==> src/design/mode_bank_consts.svh <==
// constants for the mode register bank: addresses, field positions, resets
// assumes inclusion by bare name from the modules
`ifndef MODE_BANK_CONSTS_SVH
`define MODE_BANK_CONSTS_SVH
// ************************************************************
// addresses
// ************************************************************
`define ADDR_RSVD_SLOT 6'h15
`define ADDR_TERM_CTRL 6'h16
`define ADDR_STROBE_RUN 6'h17
`define ADDR_ACT_LIMIT 6'h18
`define ADDR_REPAIR 6'h19
`define ADDR_UPPER_INV 6'h14
// ************************************************************
// field positions
// ************************************************************
`define TERM_CTRL_VAL_MSB 2
`define TERM_CLK_BIT 3
`define TERM_CS_BIT 4
`define TERM_CA_BIT 5
`define TERM_BYTE_LSB 6
`define TRR_BANK_LSB 4
`define TRR_EN_BIT 7
`define UNLIMITED_BIT 3
// ************************************************************
// reset values
// ************************************************************
`define TERM_CTRL_RESET 8'h00
`define STROBE_RUN_RESET 8'h00
`define TRR_RESET 4'h0
`define UPPER_INV_RESET 8'h55
// ************************************************************
// commands and timing
// ************************************************************
`define MPC_STOP_OSC 7'h4d
`define MPC_START_OSC 7'h4b
`define RUN_STEP_CLOCKS 16
`define RUN_MAX_CODE 8'h04
`define RSVD_TERM_CODE 3'h7
`endif

==> src/design/mode_bank_pkg.sv <==
// types shared by the mode register bank files
// assumes the constants header sits in the include path
package mode_bank_pkg;
  typedef logic [5:0] mr_addr_t;
  typedef logic [7:0] mr_data_t;
  typedef enum logic [2:0] {
    OSC_IDLE = 3'b001,
    OSC_RUN = 3'b010,
    OSC_DONE = 3'b100
  } osc_state_e;
endpackage

==> src/design/mode_reg_bank.sv <==
// mode registers 14h..19h: invert mask, termination, timer, activate, repair
// assumes mr commands arrive already decoded and synchronous to mclk
`timescale 1ns/10ps
`include "mode_bank_consts.svh"
// Behaviour
// RULE1: invert bits 0..3 map to dq8..11, 4..7 to dq12..15; mask lane never.
// RULE2: termination value in bits 2:0, zero default, 111b reserved.
// RULE3: controller avoids odd resistor codes unless mode register 3 bit 0 set; the model drops codes 1, 3, 5 and 6 and sends 7.
// RULE4: bit 3 zero enables clock termination, one disables it.
// RULE5: bit 4 zero enables chip-select termination, one disables it.
// RULE6: bit 5 zero keeps command/address termination, one disables it.
// RULE7: bits 7:6 hold byte-mode termination disable field.
// RULE8: two copies per termination bit; write select picks accessed copy.
// RULE9: operating select picks active copy; inactive copy has no effect.
// RULE10: timer run code 1..4 stops after 16..64 clocks; zero is manual.
// RULE11: with run code zero, stop command halts the timer.
// RULE12: controller never issues stop while run code is nonzero.
// RULE13: activate count bits 2:0 report tested limit code.
// RULE14: bit 3 reports unlimited, then bits 2:0 read zero.
// RULE15: write-only bits 6:4 select targeted refresh bank.
// RULE16: write-only bit 7 enables targeted refresh, default off.
// RULE17: repair register reports one availability bit per bank.
// RULE18: controller starts repair only on banks reporting a resource.
// RULE19: six-bit address decode places registers at 14h..19h.
// RULE20: invert bit one inverts calibration pattern lane; default 55h.
// RULE21: start command clears oscillator count before timer runs.
// RULE22: reserved 15h ignores writes and reads back zero.
// RULE23: reset loads every write-only field default, both copies.
module mode_reg_bank #(
  parameter logic [2:0] MAC_CODE = 3'h0, // tested limit code
  parameter logic UNLIMITED_MAC = 1'b1, // no activate limit
  parameter logic [7:0] REPAIR_AVAIL = 8'hff // spare rows per bank
) (
  input wire logic mclk, // device clock, 40 MHz
  input wire logic rst, // async reset, active high
  input wire logic mrw_en, // mode register write pulse
  input wire logic mrr_en, // mode register read pulse
  input wire mode_bank_pkg::mr_addr_t mr_addr, // register address
  input wire mode_bank_pkg::mr_data_t mr_wdata, // write operand
  input wire logic mpc_en, // multi-purpose command pulse
  input wire logic [6:0] mpc_op, // multi-purpose operand
  input wire logic write_set_point_select, // set point for access
  input wire logic operating_set_point_select, // set point in use
  input wire logic [7:0] cal_pattern, // raw calibration byte
  output mode_bank_pkg::mr_data_t mr_rdata, // read answer
  output logic mr_rvalid, // read answer valid
  output logic [2:0] controller_termination_value, // controller_termination_value code
  output logic clock_termination_enable, // ck termination on
  output logic chip_select_termination_enable, // cs termination on
  output logic cmd_addr_termination_disable, // ca termination off
  output logic [1:0] byte_mode_termination_disable, // byte mode field
  output logic targeted_row_refresh_enable, // targeted_row_refresh_enable on
  output logic [2:0] targeted_row_refresh_bank, // trr bank
  output logic [7:0] upper_dq_pattern, // dq15..8 calibration data
  output logic upper_mask_inversion_lane, // mask lane, never inverted
  output logic osc_running, // interval timer active
  output logic [15:0] osc_count // oscillator count
);
  import mode_bank_pkg::*;
  // ************************************************************
  // state
  // ************************************************************
  typedef struct packed {
    mr_data_t run_code;
    logic [3:0] trr;
    mr_data_t inv;
    mr_data_t rdata;
    logic rvalid;
    logic [2:0] term_val;
    logic clk_en;
    logic cs_en;
    logic ca_dis;
    logic [1:0] byte_dis;
    logic [7:0] pat;
    logic mask_lane;
    logic running;
    logic [15:0] count;
  } bank_s;
  bank_s s_reg;
  bank_s s_next;
  mr_data_t term_rd;
  mr_data_t term_op;
  logic term_wr;
  logic tim_running;
  logic [15:0] tim_count;
  logic osc_start;
  logic osc_stop;
  // ************************************************************
  // submodules
  // ************************************************************
  assign term_wr = mrw_en && (mr_addr == `ADDR_TERM_CTRL); // RULE19
  set_point_pair u_term (
    .mclk(mclk),
    .rst(rst),
    .wr_en(term_wr),
    .wr_data(mr_wdata),
    .wr_sel(write_set_point_select),
    .op_sel(operating_set_point_select), // RULE9
    .rd_data(term_rd),
    .op_data(term_op)
  );
  // stop is ignored while the limit latched at start is nonzero, so the timer self-stops
  assign osc_start = mpc_en && (mpc_op == `MPC_START_OSC); // RULE21
  assign osc_stop = mpc_en && (mpc_op == `MPC_STOP_OSC); // RULE11
  strobe_timer u_timer (
    .mclk(mclk),
    .rst(rst),
    .run_code(s_reg.run_code),
    .start(osc_start),
    .stop(osc_stop),
    .running(tim_running),
    .count(tim_count)
  );
  // ************************************************************
  // next state
  // ************************************************************
  always_comb begin
    s_next = s_reg;
    s_next.rvalid = 1'b0;
    // writes; reserved 15h and read-only addresses fall through
    if (mrw_en) begin
      if (mr_addr == `ADDR_STROBE_RUN) begin
        s_next.run_code = mr_wdata; // RULE10
      end else if (mr_addr == `ADDR_ACT_LIMIT) begin
        s_next.trr = mr_wdata[7:4]; // RULE15 RULE16
      end else if (mr_addr == `ADDR_UPPER_INV) begin
        s_next.inv = mr_wdata; // RULE20
      end
    end
    // write-only bits 7:4 of 18h read back zero, not the stored value
    if (mrr_en) begin
      s_next.rvalid = 1'b1;
      if (mr_addr == `ADDR_RSVD_SLOT) begin
        s_next.rdata = 8'h00; // RULE22
      end else if (mr_addr == `ADDR_TERM_CTRL) begin
        s_next.rdata = term_rd; // RULE8
      end else if (mr_addr == `ADDR_STROBE_RUN) begin
        s_next.rdata = s_reg.run_code;
      end else if (mr_addr == `ADDR_ACT_LIMIT) begin
        s_next.rdata = {4'h0, UNLIMITED_MAC,
          UNLIMITED_MAC ? 3'h0 : MAC_CODE}; // RULE13 RULE14
      end else if (mr_addr == `ADDR_REPAIR) begin
        s_next.rdata = REPAIR_AVAIL; // RULE17
      end else begin
        s_next.rdata = 8'h00;
      end
    end
    // termination outputs follow only the operating copy
    s_next.term_val = term_op[`TERM_CTRL_VAL_MSB:0]; // RULE2
    s_next.clk_en = !term_op[`TERM_CLK_BIT]; // RULE4
    s_next.cs_en = !term_op[`TERM_CS_BIT]; // RULE5
    s_next.ca_dis = term_op[`TERM_CA_BIT]; // RULE6
    s_next.byte_dis = term_op[`TERM_BYTE_LSB +: 2]; // RULE7
    // bit n of the mask maps to dq(8+n); mask lane passes true
    s_next.pat = cal_pattern ^ s_reg.inv; // RULE1 RULE20
    s_next.mask_lane = cal_pattern[0]; // RULE1
    s_next.running = tim_running;
    s_next.count = tim_count;
  end
  // ************************************************************
  // registers
  // ************************************************************
  always_ff @(posedge mclk or posedge rst) begin
    if (rst) begin
      s_reg <= '{run_code: `STROBE_RUN_RESET, trr: `TRR_RESET,
        inv: `UPPER_INV_RESET, rdata: 8'h00, rvalid: 1'b0,
        term_val: 3'h0, clk_en: 1'b1, cs_en: 1'b1, ca_dis: 1'b0,
        byte_dis: 2'h0, pat: 8'h00, mask_lane: 1'b0,
        running: 1'b0, count: 16'h0000}; // RULE23
    end else begin
      s_reg <= s_next;
    end
  end
  // ************************************************************
  // outputs
  // ************************************************************
  assign mr_rdata = s_reg.rdata;
  assign mr_rvalid = s_reg.rvalid;
  assign controller_termination_value = s_reg.term_val;
  assign clock_termination_enable = s_reg.clk_en;
  assign chip_select_termination_enable = s_reg.cs_en;
  assign cmd_addr_termination_disable = s_reg.ca_dis;
  assign byte_mode_termination_disable = s_reg.byte_dis;
  assign targeted_row_refresh_enable = s_reg.trr[3]; // RULE16
  assign targeted_row_refresh_bank = s_reg.trr[2:0]; // RULE15
  assign upper_dq_pattern = s_reg.pat;
  assign upper_mask_inversion_lane = s_reg.mask_lane;
  assign osc_running = s_reg.running;
  assign osc_count = s_reg.count;
endmodule

==> src/design/set_point_pair.sv <==
// two copies of the termination register, one per frequency set point
// assumes write strobes come from logic on mclk
`timescale 1ns/10ps
`include "mode_bank_consts.svh"
module set_point_pair (
  input wire logic mclk, // device clock
  input wire logic rst, // async reset, active high
  input wire logic wr_en, // one-cycle write strobe
  input wire mode_bank_pkg::mr_data_t wr_data, // write value
  input wire logic wr_sel, // copy that writes and reads reach
  input wire logic op_sel, // copy that drives operation
  output mode_bank_pkg::mr_data_t rd_data, // selected copy
  output mode_bank_pkg::mr_data_t op_data // active copy
);
  import mode_bank_pkg::*;
  typedef struct packed {
    mr_data_t sp0;
    mr_data_t sp1;
  } pair_s;
  pair_s pair_reg;
  pair_s pair_next;
  // only the write-selected copy changes
  always_comb begin
    pair_next = pair_reg;
    if (wr_en && !wr_sel) begin
      pair_next.sp0 = wr_data; // RULE8
    end else if (wr_en && wr_sel) begin
      pair_next.sp1 = wr_data; // RULE8
    end
  end
  // both copies reset to defaults
  always_ff @(posedge mclk or posedge rst) begin
    if (rst) begin
      pair_reg <= {`TERM_CTRL_RESET, `TERM_CTRL_RESET}; // RULE23
    end else begin
      pair_reg <= pair_next;
    end
  end
  // inactive copy never reaches the termination outputs
  assign rd_data = wr_sel ? pair_reg.sp1 : pair_reg.sp0; // RULE8
  assign op_data = op_sel ? pair_reg.sp1 : pair_reg.sp0; // RULE9
endmodule

==> src/design/strobe_timer.sv <==
// dqs interval timer with automatic or command stop
// assumes mpc strobes are one-cycle pulses on mclk
`timescale 1ns/10ps
`include "mode_bank_consts.svh"
module strobe_timer (
  input wire logic mclk, // device clock
  input wire logic rst, // async reset, active high
  input wire mode_bank_pkg::mr_data_t run_code, // run-time setting
  input wire logic start, // start oscillator pulse
  input wire logic stop, // stop oscillator pulse
  output logic running, // timer counting
  output logic [15:0] count // oscillator count result
);
  import mode_bank_pkg::*;
  typedef struct packed {
    osc_state_e st;
    logic [15:0] cnt;
    logic [7:0] limit;
  } tim_s;
  tim_s t_reg;
  tim_s t_next;
  // limit in clocks; codes above four are treated as manual stop
  function automatic logic [7:0] run_limit(input mr_data_t c);
    if (c != 8'h00 && c <= `RUN_MAX_CODE) begin
      run_limit = 8'(c * `RUN_STEP_CLOCKS);
    end else begin
      run_limit = 8'h00;
    end
  endfunction
  always_comb begin
    t_next = t_reg;
    case (t_reg.st)
      OSC_IDLE, OSC_DONE: begin
        if (start) begin
          t_next.cnt = 16'h0000; // RULE21
          t_next.limit = run_limit(run_code); // RULE10
          t_next.st = OSC_RUN;
        end
      end
      OSC_RUN: begin
        t_next.cnt = t_reg.cnt + 16'h0001;
        if (start) begin
          t_next.cnt = 16'h0000; // RULE21
          t_next.limit = run_limit(run_code);
        end else if (t_reg.limit == 8'h00 && stop) begin
          t_next.st = OSC_DONE; // RULE11
        end else if (t_reg.limit != 8'h00 &&
                     t_reg.cnt[7:0] == 8'(t_reg.limit - 8'h01)) begin
          t_next.st = OSC_DONE; // RULE10
        end
      end
      default: t_next.st = OSC_IDLE;
    endcase
  end
  always_ff @(posedge mclk or posedge rst) begin
    if (rst) begin
      t_reg <= '{st: OSC_IDLE, cnt: 16'h0000, limit: 8'h00};
    end else begin
      t_reg <= t_next;
    end
  end
  assign running = (t_reg.st == OSC_RUN);
  assign count = t_reg.cnt;
endmodule

==> config.mk <==
export PLATFORM = sky130hd
export DESIGN_NAME = mode_reg_bank
export DESIGN_NICKNAME = d
export VERILOG_FILES = /design/src/design/mode_bank_pkg.sv /design/src/design/mode_reg_bank.sv /design/src/design/set_point_pair.sv /design/src/design/strobe_timer.sv
export VERILOG_INCLUDE_DIRS = /design/src /design/src/design
export SDC_FILE = /design/constraint.sdc
export NUM_CORES = 1
export LEC_CHECK = 0
export BUFFER_PORTS_ARGS = -buffer_cell sky130_fd_sc_hd__buf_2
export CORE_ASPECT_RATIO = 0.75
export CORE_UTILIZATION = 55
export DETAILED_ROUTE_END_ITERATION = 8
export HOLD_SLACK_MARGIN = 0.02
export PLACE_DENSITY = 0.78
export SETUP_SLACK_MARGIN = 0.5
export SLEW_MARGIN = 15
export SYNTH_ARGS = -nofsm -noshare
export SYNTH_HDL_FRONTEND = slang
export SYNTH_HIERARCHICAL = 1
export SYNTH_SLANG_ARGS = --single-unit
==> constraint.sdc <==
create_clock -name mclk -period 2.9 [get_ports mclk]
set_clock_uncertainty 0.15 [all_clocks]
set_input_delay 0.58 -clock mclk [delete_from_list [all_inputs] [get_ports mclk]]
set_output_delay 0.58 -clock mclk [all_outputs]
set_load 0.02 [all_outputs]
# After elaboration in Yosys (flattened, before gate mapping)
# Cells that the tools add are included.
# W data, S select, Z words.
# word_totals
ramBits	0
out_inout_bits	47
n_memories	0
latchBits	0
input_bits	36
romBits	0
ff_bits	106
# op_classes
mux	16
n_bitwise	4
n_lt_le_gt_ge	1
div	0
add_sub_neg	2
shifts	0
n_reduce_logical	23
n_eq_ne	16
multipliers	0
# op_table
cell	count
$mux W8	8
$pmux W24 S2	1
$eq A6 B5 Y1 const B	6
$mux W27	1
$mux W24	1
$add A16 B1 Y16 const B	1
$reduce_bool A8 Y1	2
$eq A7 B7 Y1 const B	2
$mux W3	3
$reduce_and A3 Y1	3
$eq A8 B8 Y1	1
$le A8 B3 Y1 const B	1
$logic_and A1 B1 Y1	8
$logic_not A8 Y1	1
$sub A8 B1 Y8 const B	1
$xor A8 B8 Y8	1
$pmux W3 S2	1
$reduce_and A2 Y1	3
$ne A2 B2 Y1 const B	2
$reduce_and A4 Y1	1
$eq A3 B1 Y1 const B	1
$eq A3 B2 Y1 const B	1
$eq A3 B3 Y1 const B	1
$logic_not A1 Y1	3
6 further kinds	8

# Depth between registers and ports, before layout
# depth
ltp_word	7
ltp_mapped	10
ltp_nobuf	8

# Cells and area by module
# The synthesis kept the hierarchy.
# by_module_without_submodules
mod	instances	seq_area_each_um2	cells_per_inst	area_per_inst_um2
mode_reg_bank	1	1584.0	191	2610.0
strobe_timer	1	576.8	163	1493.9
set_point_pair	1	400.4	54	842.1

# Worst setup path before layout
# No wires, ideal clock.
# synth_timing
path_type	input port to flip-flop
from	in mpc_en
to	reg u_timer.t_reg (netlist bit u_timer/count[12])
stages	9
setup_slack_ns	0.822
setup_time_ns	0.082
arrival_time_ns	1.846
n_path_buf	2
path_cell_list	nand2_1 -> nor3_1 -> nand3_1 -> nor3b_1 -> buf_2 -> or4b_4 -> buf_6 -> a21o_1 -> a31oi_1
# synth_between
elab_chain_len	3
word_cells_on_any_way	5
classes_between	1 x eq/ne; 2 x mux; 2 x reduce/logical
# synth_rtl
item	line_no	source
from (decl)	mode_reg_bank.sv:40	input wire logic mpc_en,
$logic_and A1 B1 Y1 (*)	mode_reg_bank.sv:103	assign osc_start = mpc_en && (mpc_op == `MPC_START_OSC);
via osc_start	mode_reg_bank.sv:86	logic osc_start;
$mux W24 or $ne A2 B2 Y1 (tied branches)	--	
$pmux W24 S2 or $reduce_and A2 Y1 (tied branches)	--	
to (signal assigned)	strobe_timer.sv:57	t_reg <= '{st: OSC_IDLE, cnt: 16'h0000, limit: 8'h00};
to (signal assigned)	strobe_timer.sv:59	t_reg <= t_next;
to (decl)	strobe_timer.sv:20	tim_s t_reg;
# Mark *: on every way through the listed nets, which the timed path passes. The rest lies on a longest branch. The select of a mux whose other input is x is not followed.
# A chain may end at the register's enable or synchronous reset.

# Worst setup path after layout
# layout_timing
from	in mpc_op[5]
to	reg u_timer.t_reg (netlist bit u_timer/count[7])
# layout_between
elab_chain_len	4
word_cells_on_any_way	6
classes_between	2 x eq/ne; 2 x mux; 2 x reduce/logical
# layout_rtl
item	line_no	source
from (decl)	mode_reg_bank.sv:41	input wire logic [6:0] mpc_op,
$eq A7 B7 Y1 (no source line) (*)	--	
$logic_and A1 B1 Y1 (*)	mode_reg_bank.sv:103	
via osc_start	mode_reg_bank.sv:86	
$mux W24 or $ne A2 B2 Y1 (tied branches)	--	
$pmux W24 S2 or $reduce_and A2 Y1 (tied branches)	--	
# Marked as above.

==> impl_metrics.json <==
{
  "outcome": "finished, violations left",
  "violations": "DRC",
  "leakagePower_nw": 2.69,
  "pin_count": 83,
  "layout_min_cycle_time_ns": 2.15,
  "layout_common_cells": "dfrtp_1, buf_2, mux2_2",
  "dp_slack_ns": 0.398,
  "use_met3_pct": 5.74,
  "synth_nets": 447,
  "max_freq_mhz": 464,
  "yosysTopAreaCell": "dfrtp_1",
  "ys_ff_latch": 102,
  "tightest_slew_ns": 0.911,
  "grt_pass1_wl_um": 16000,
  "netlist_area_mm2": 0.00495,
  "setup_viol": 0,
  "hpwl_um": 6830,
  "synthArstFlopShare_pct": 100,
  "hold_buffers": 0,
  "post_cts_buffers": 0,
  "ys_types": 56,
  "wirelength_um": 9660,
  "worstSkewPairLatency_ns": 0.34,
  "post-route-drc-count": 6,
  "initial_core_util_pct": 57.5,
  "ys.flop_type": "dfrtp_1",
  "ant_nets": 0,
  "vias_per_cell": 5.65,
  "setup_ws_ns": 0.745,
  "use_met2_pct": 33.0,
  "syn_inst": 408,
  "route.vias.total": 3102,
  "period_share_pct": 74.3,
  "report.final.hold_viol_count": 0,
  "htree_levels": 3,
  "port_buffers": 82,
  "die_area_mm2": 0.00938,
  "synth_area_per_cell_um2": 12.1,
  "cts.clk_slew.worst_paths_ns": 0.07,
  "tns_ns": 0,
  "die_w_um": 112,
  "synth_edf_count": 0,
  "peakVddDrop_v": 0.000308,
  "gr-total-overflow": 0,
  "power_density_mw_per_mm2": 593,
  "rows": 29,
  "yosysSeqAreaShare_pct": 51.8,
  "drv_cap": 0,
  "rsz0062_at_grt": "no",
  "diodes": 0,
  "gp_congestion": 0.813,
  "die_h_um": 84.1,
  "synth_top_cell_area_share_pct": 48.1,
  "cts_sinks": 102,
  "clockBufferDepth": 2,
  "grt_max_degree": 32,
  "cp.required_ns": 3.02,
  "final_common_cell": "dfrtp_1",
  "start_kind": "input pin",
  "dr.pass1.iters": 6,
  "cts_resized": 0,
  "cts_root_buf": "clkbuf_16",
  "grtUsageMet1_pct": 32.2,
  "slew_headroom_pct": 39.2,
  "drt_iter0_drc": 159,
  "ys_top_cells_by_area": "dfrtp_1, buf_4, mux2_2",
  "grt_pass1_vias": 3048,
  "antenna_found_initial": 0,
  "grt-busiest-layer": "met2",
  "maxSlewViolCount": 0,
  "min_path_type": "in -> async",
  "fin_nets": 475,
  "wl_per_cell_um": 17.6,
  "cts_tree": "built",
  "crit_path_end_kind": "flip-flop",
  "cp_max_fo": 12,
  "groute.usage.overall_pct": 21.9,
  "cts-buffers-inserted": 9,
  "final_layout_size_suffix_gt1_share_pct": 41.0,
  "area_delta_synth_final_pct": 7.46,
  "fillers": 677,
  "ys_warn_count": 6,
  "crit_arrival_ns": 2.27,
  "core_area_mm2": 0.00860,
  "critPathKind": "in -> reg"
}
stage by stage:
step                util [%]  cells  area, um2  hold WS (ns)  total power [mW]
finish                  61.8    549       5320         0.189              3.15
global route            61.8    549       5320         0.217              3.26
CTS                     61.8    549       5320         0.203              3.17
detailed placement      58.1    533       5000         0.273              1.92
global placement        58.1    533       5000         0.257              1.91
floorplan                  -    408       4950         0.286              1.85
synth_stat cells, types with 2 or more instances:
master / number
buf_6: 5
and3_1: 5
and4bb_2: 2
mux2_4: 16
nor3b_1: 3
or3_1: 2
o21ai_0: 18
xor2_1: 12
xnor2_1: 4
nor2b_4: 2
nor3_1: 3
nand2_1: 14
inv_1: 17
buf_4: 57
ha_1: 3
nand4b_1: 3
a31o_2: 3
o32ai_1: 8
clkbuf_1: 3
buf_2: 3
nor2_1: 13
nand3_1: 6
and2_2: 2
a31oi_1: 10
dfrtp_1: 95
a21oi_1: 15
a41oi_1: 3
nand4_1: 5
a21o_1: 3
mux2_2: 36
and4_1: 2
and2_1: 4
dfstp_2: 7
and3_2: 2
power by group:
group / internal (mW) / leakage, nW / switching (mW)
combinational: 0.148 / 1.18 / 0.180
sequential: 1.52 / 1.36 / 0.0526
clock: 0.708 / 0.156 / 0.544
total: 2.37 / 2.69 / 0.777
layer usage:
metal	up-vias	share of wire (%)
met5	-	0
met4	0	0.77
met3	6	5.9
met2	102	45
met1	1552	48
li1	1442	-
worst paths after layout:
| kind | slack (ns) | depth (start not counted) | from | to |
|---|---|---|---|---|
| setup / recovery | 0.75 | 8 | mpc_op[5] | u_timer/count[7] |
| hold / removal | 0.19 | 2 | rst | u_term/pair_reg[1] |
| setup reg to reg | 0.77 | 4 | u_timer/t_reg[24] | u_timer/count[7] |
| hold reg to reg | 0.28 | 0 | u_timer/count[15] | osc_count[15] |
| max in group asynchronous | 1.70 | 3 | rst | osc_running |
| min in group mclk | 0.23 | 1 | cal_pattern[0] | upper_mask_inversion_lane |
final cells by class:
type,count,area (um2),share of cell area (%)
Clock buffer,10,239,4.50
Clock inverter,6,76.3,1.44
Inverter,17,63.8,1.20
Multi-Input combinational cell,219,1790,33.7
Sequential cell,102,2560,48.2
Tap cell,108,135,2.54
Timing Repair Buffer,87,448,8.43
worst max-delay path, stage by stage:
cell and delay (ns):
buf_2 0.10, nor3_1 0.17, nand3_1 0.11, nor3b_1 0.20, buf_4 0.19, a31oi_1 0.31
or3_1 0.46, a21oi_1 0.16
cells by family after synthesis:
logic type / after synthesis / synth area share, %
buf+inv: 87 / 12.0
xor+xnor: 16 / 2.83
simple gates: 81 / 10.8
compound gates: 66 / 8.58
mux: 53 / 13.3
fa+ha+maj: 3 / 0.759
flops: 102 / 51.8
Power figures use the tool's default switching activity.
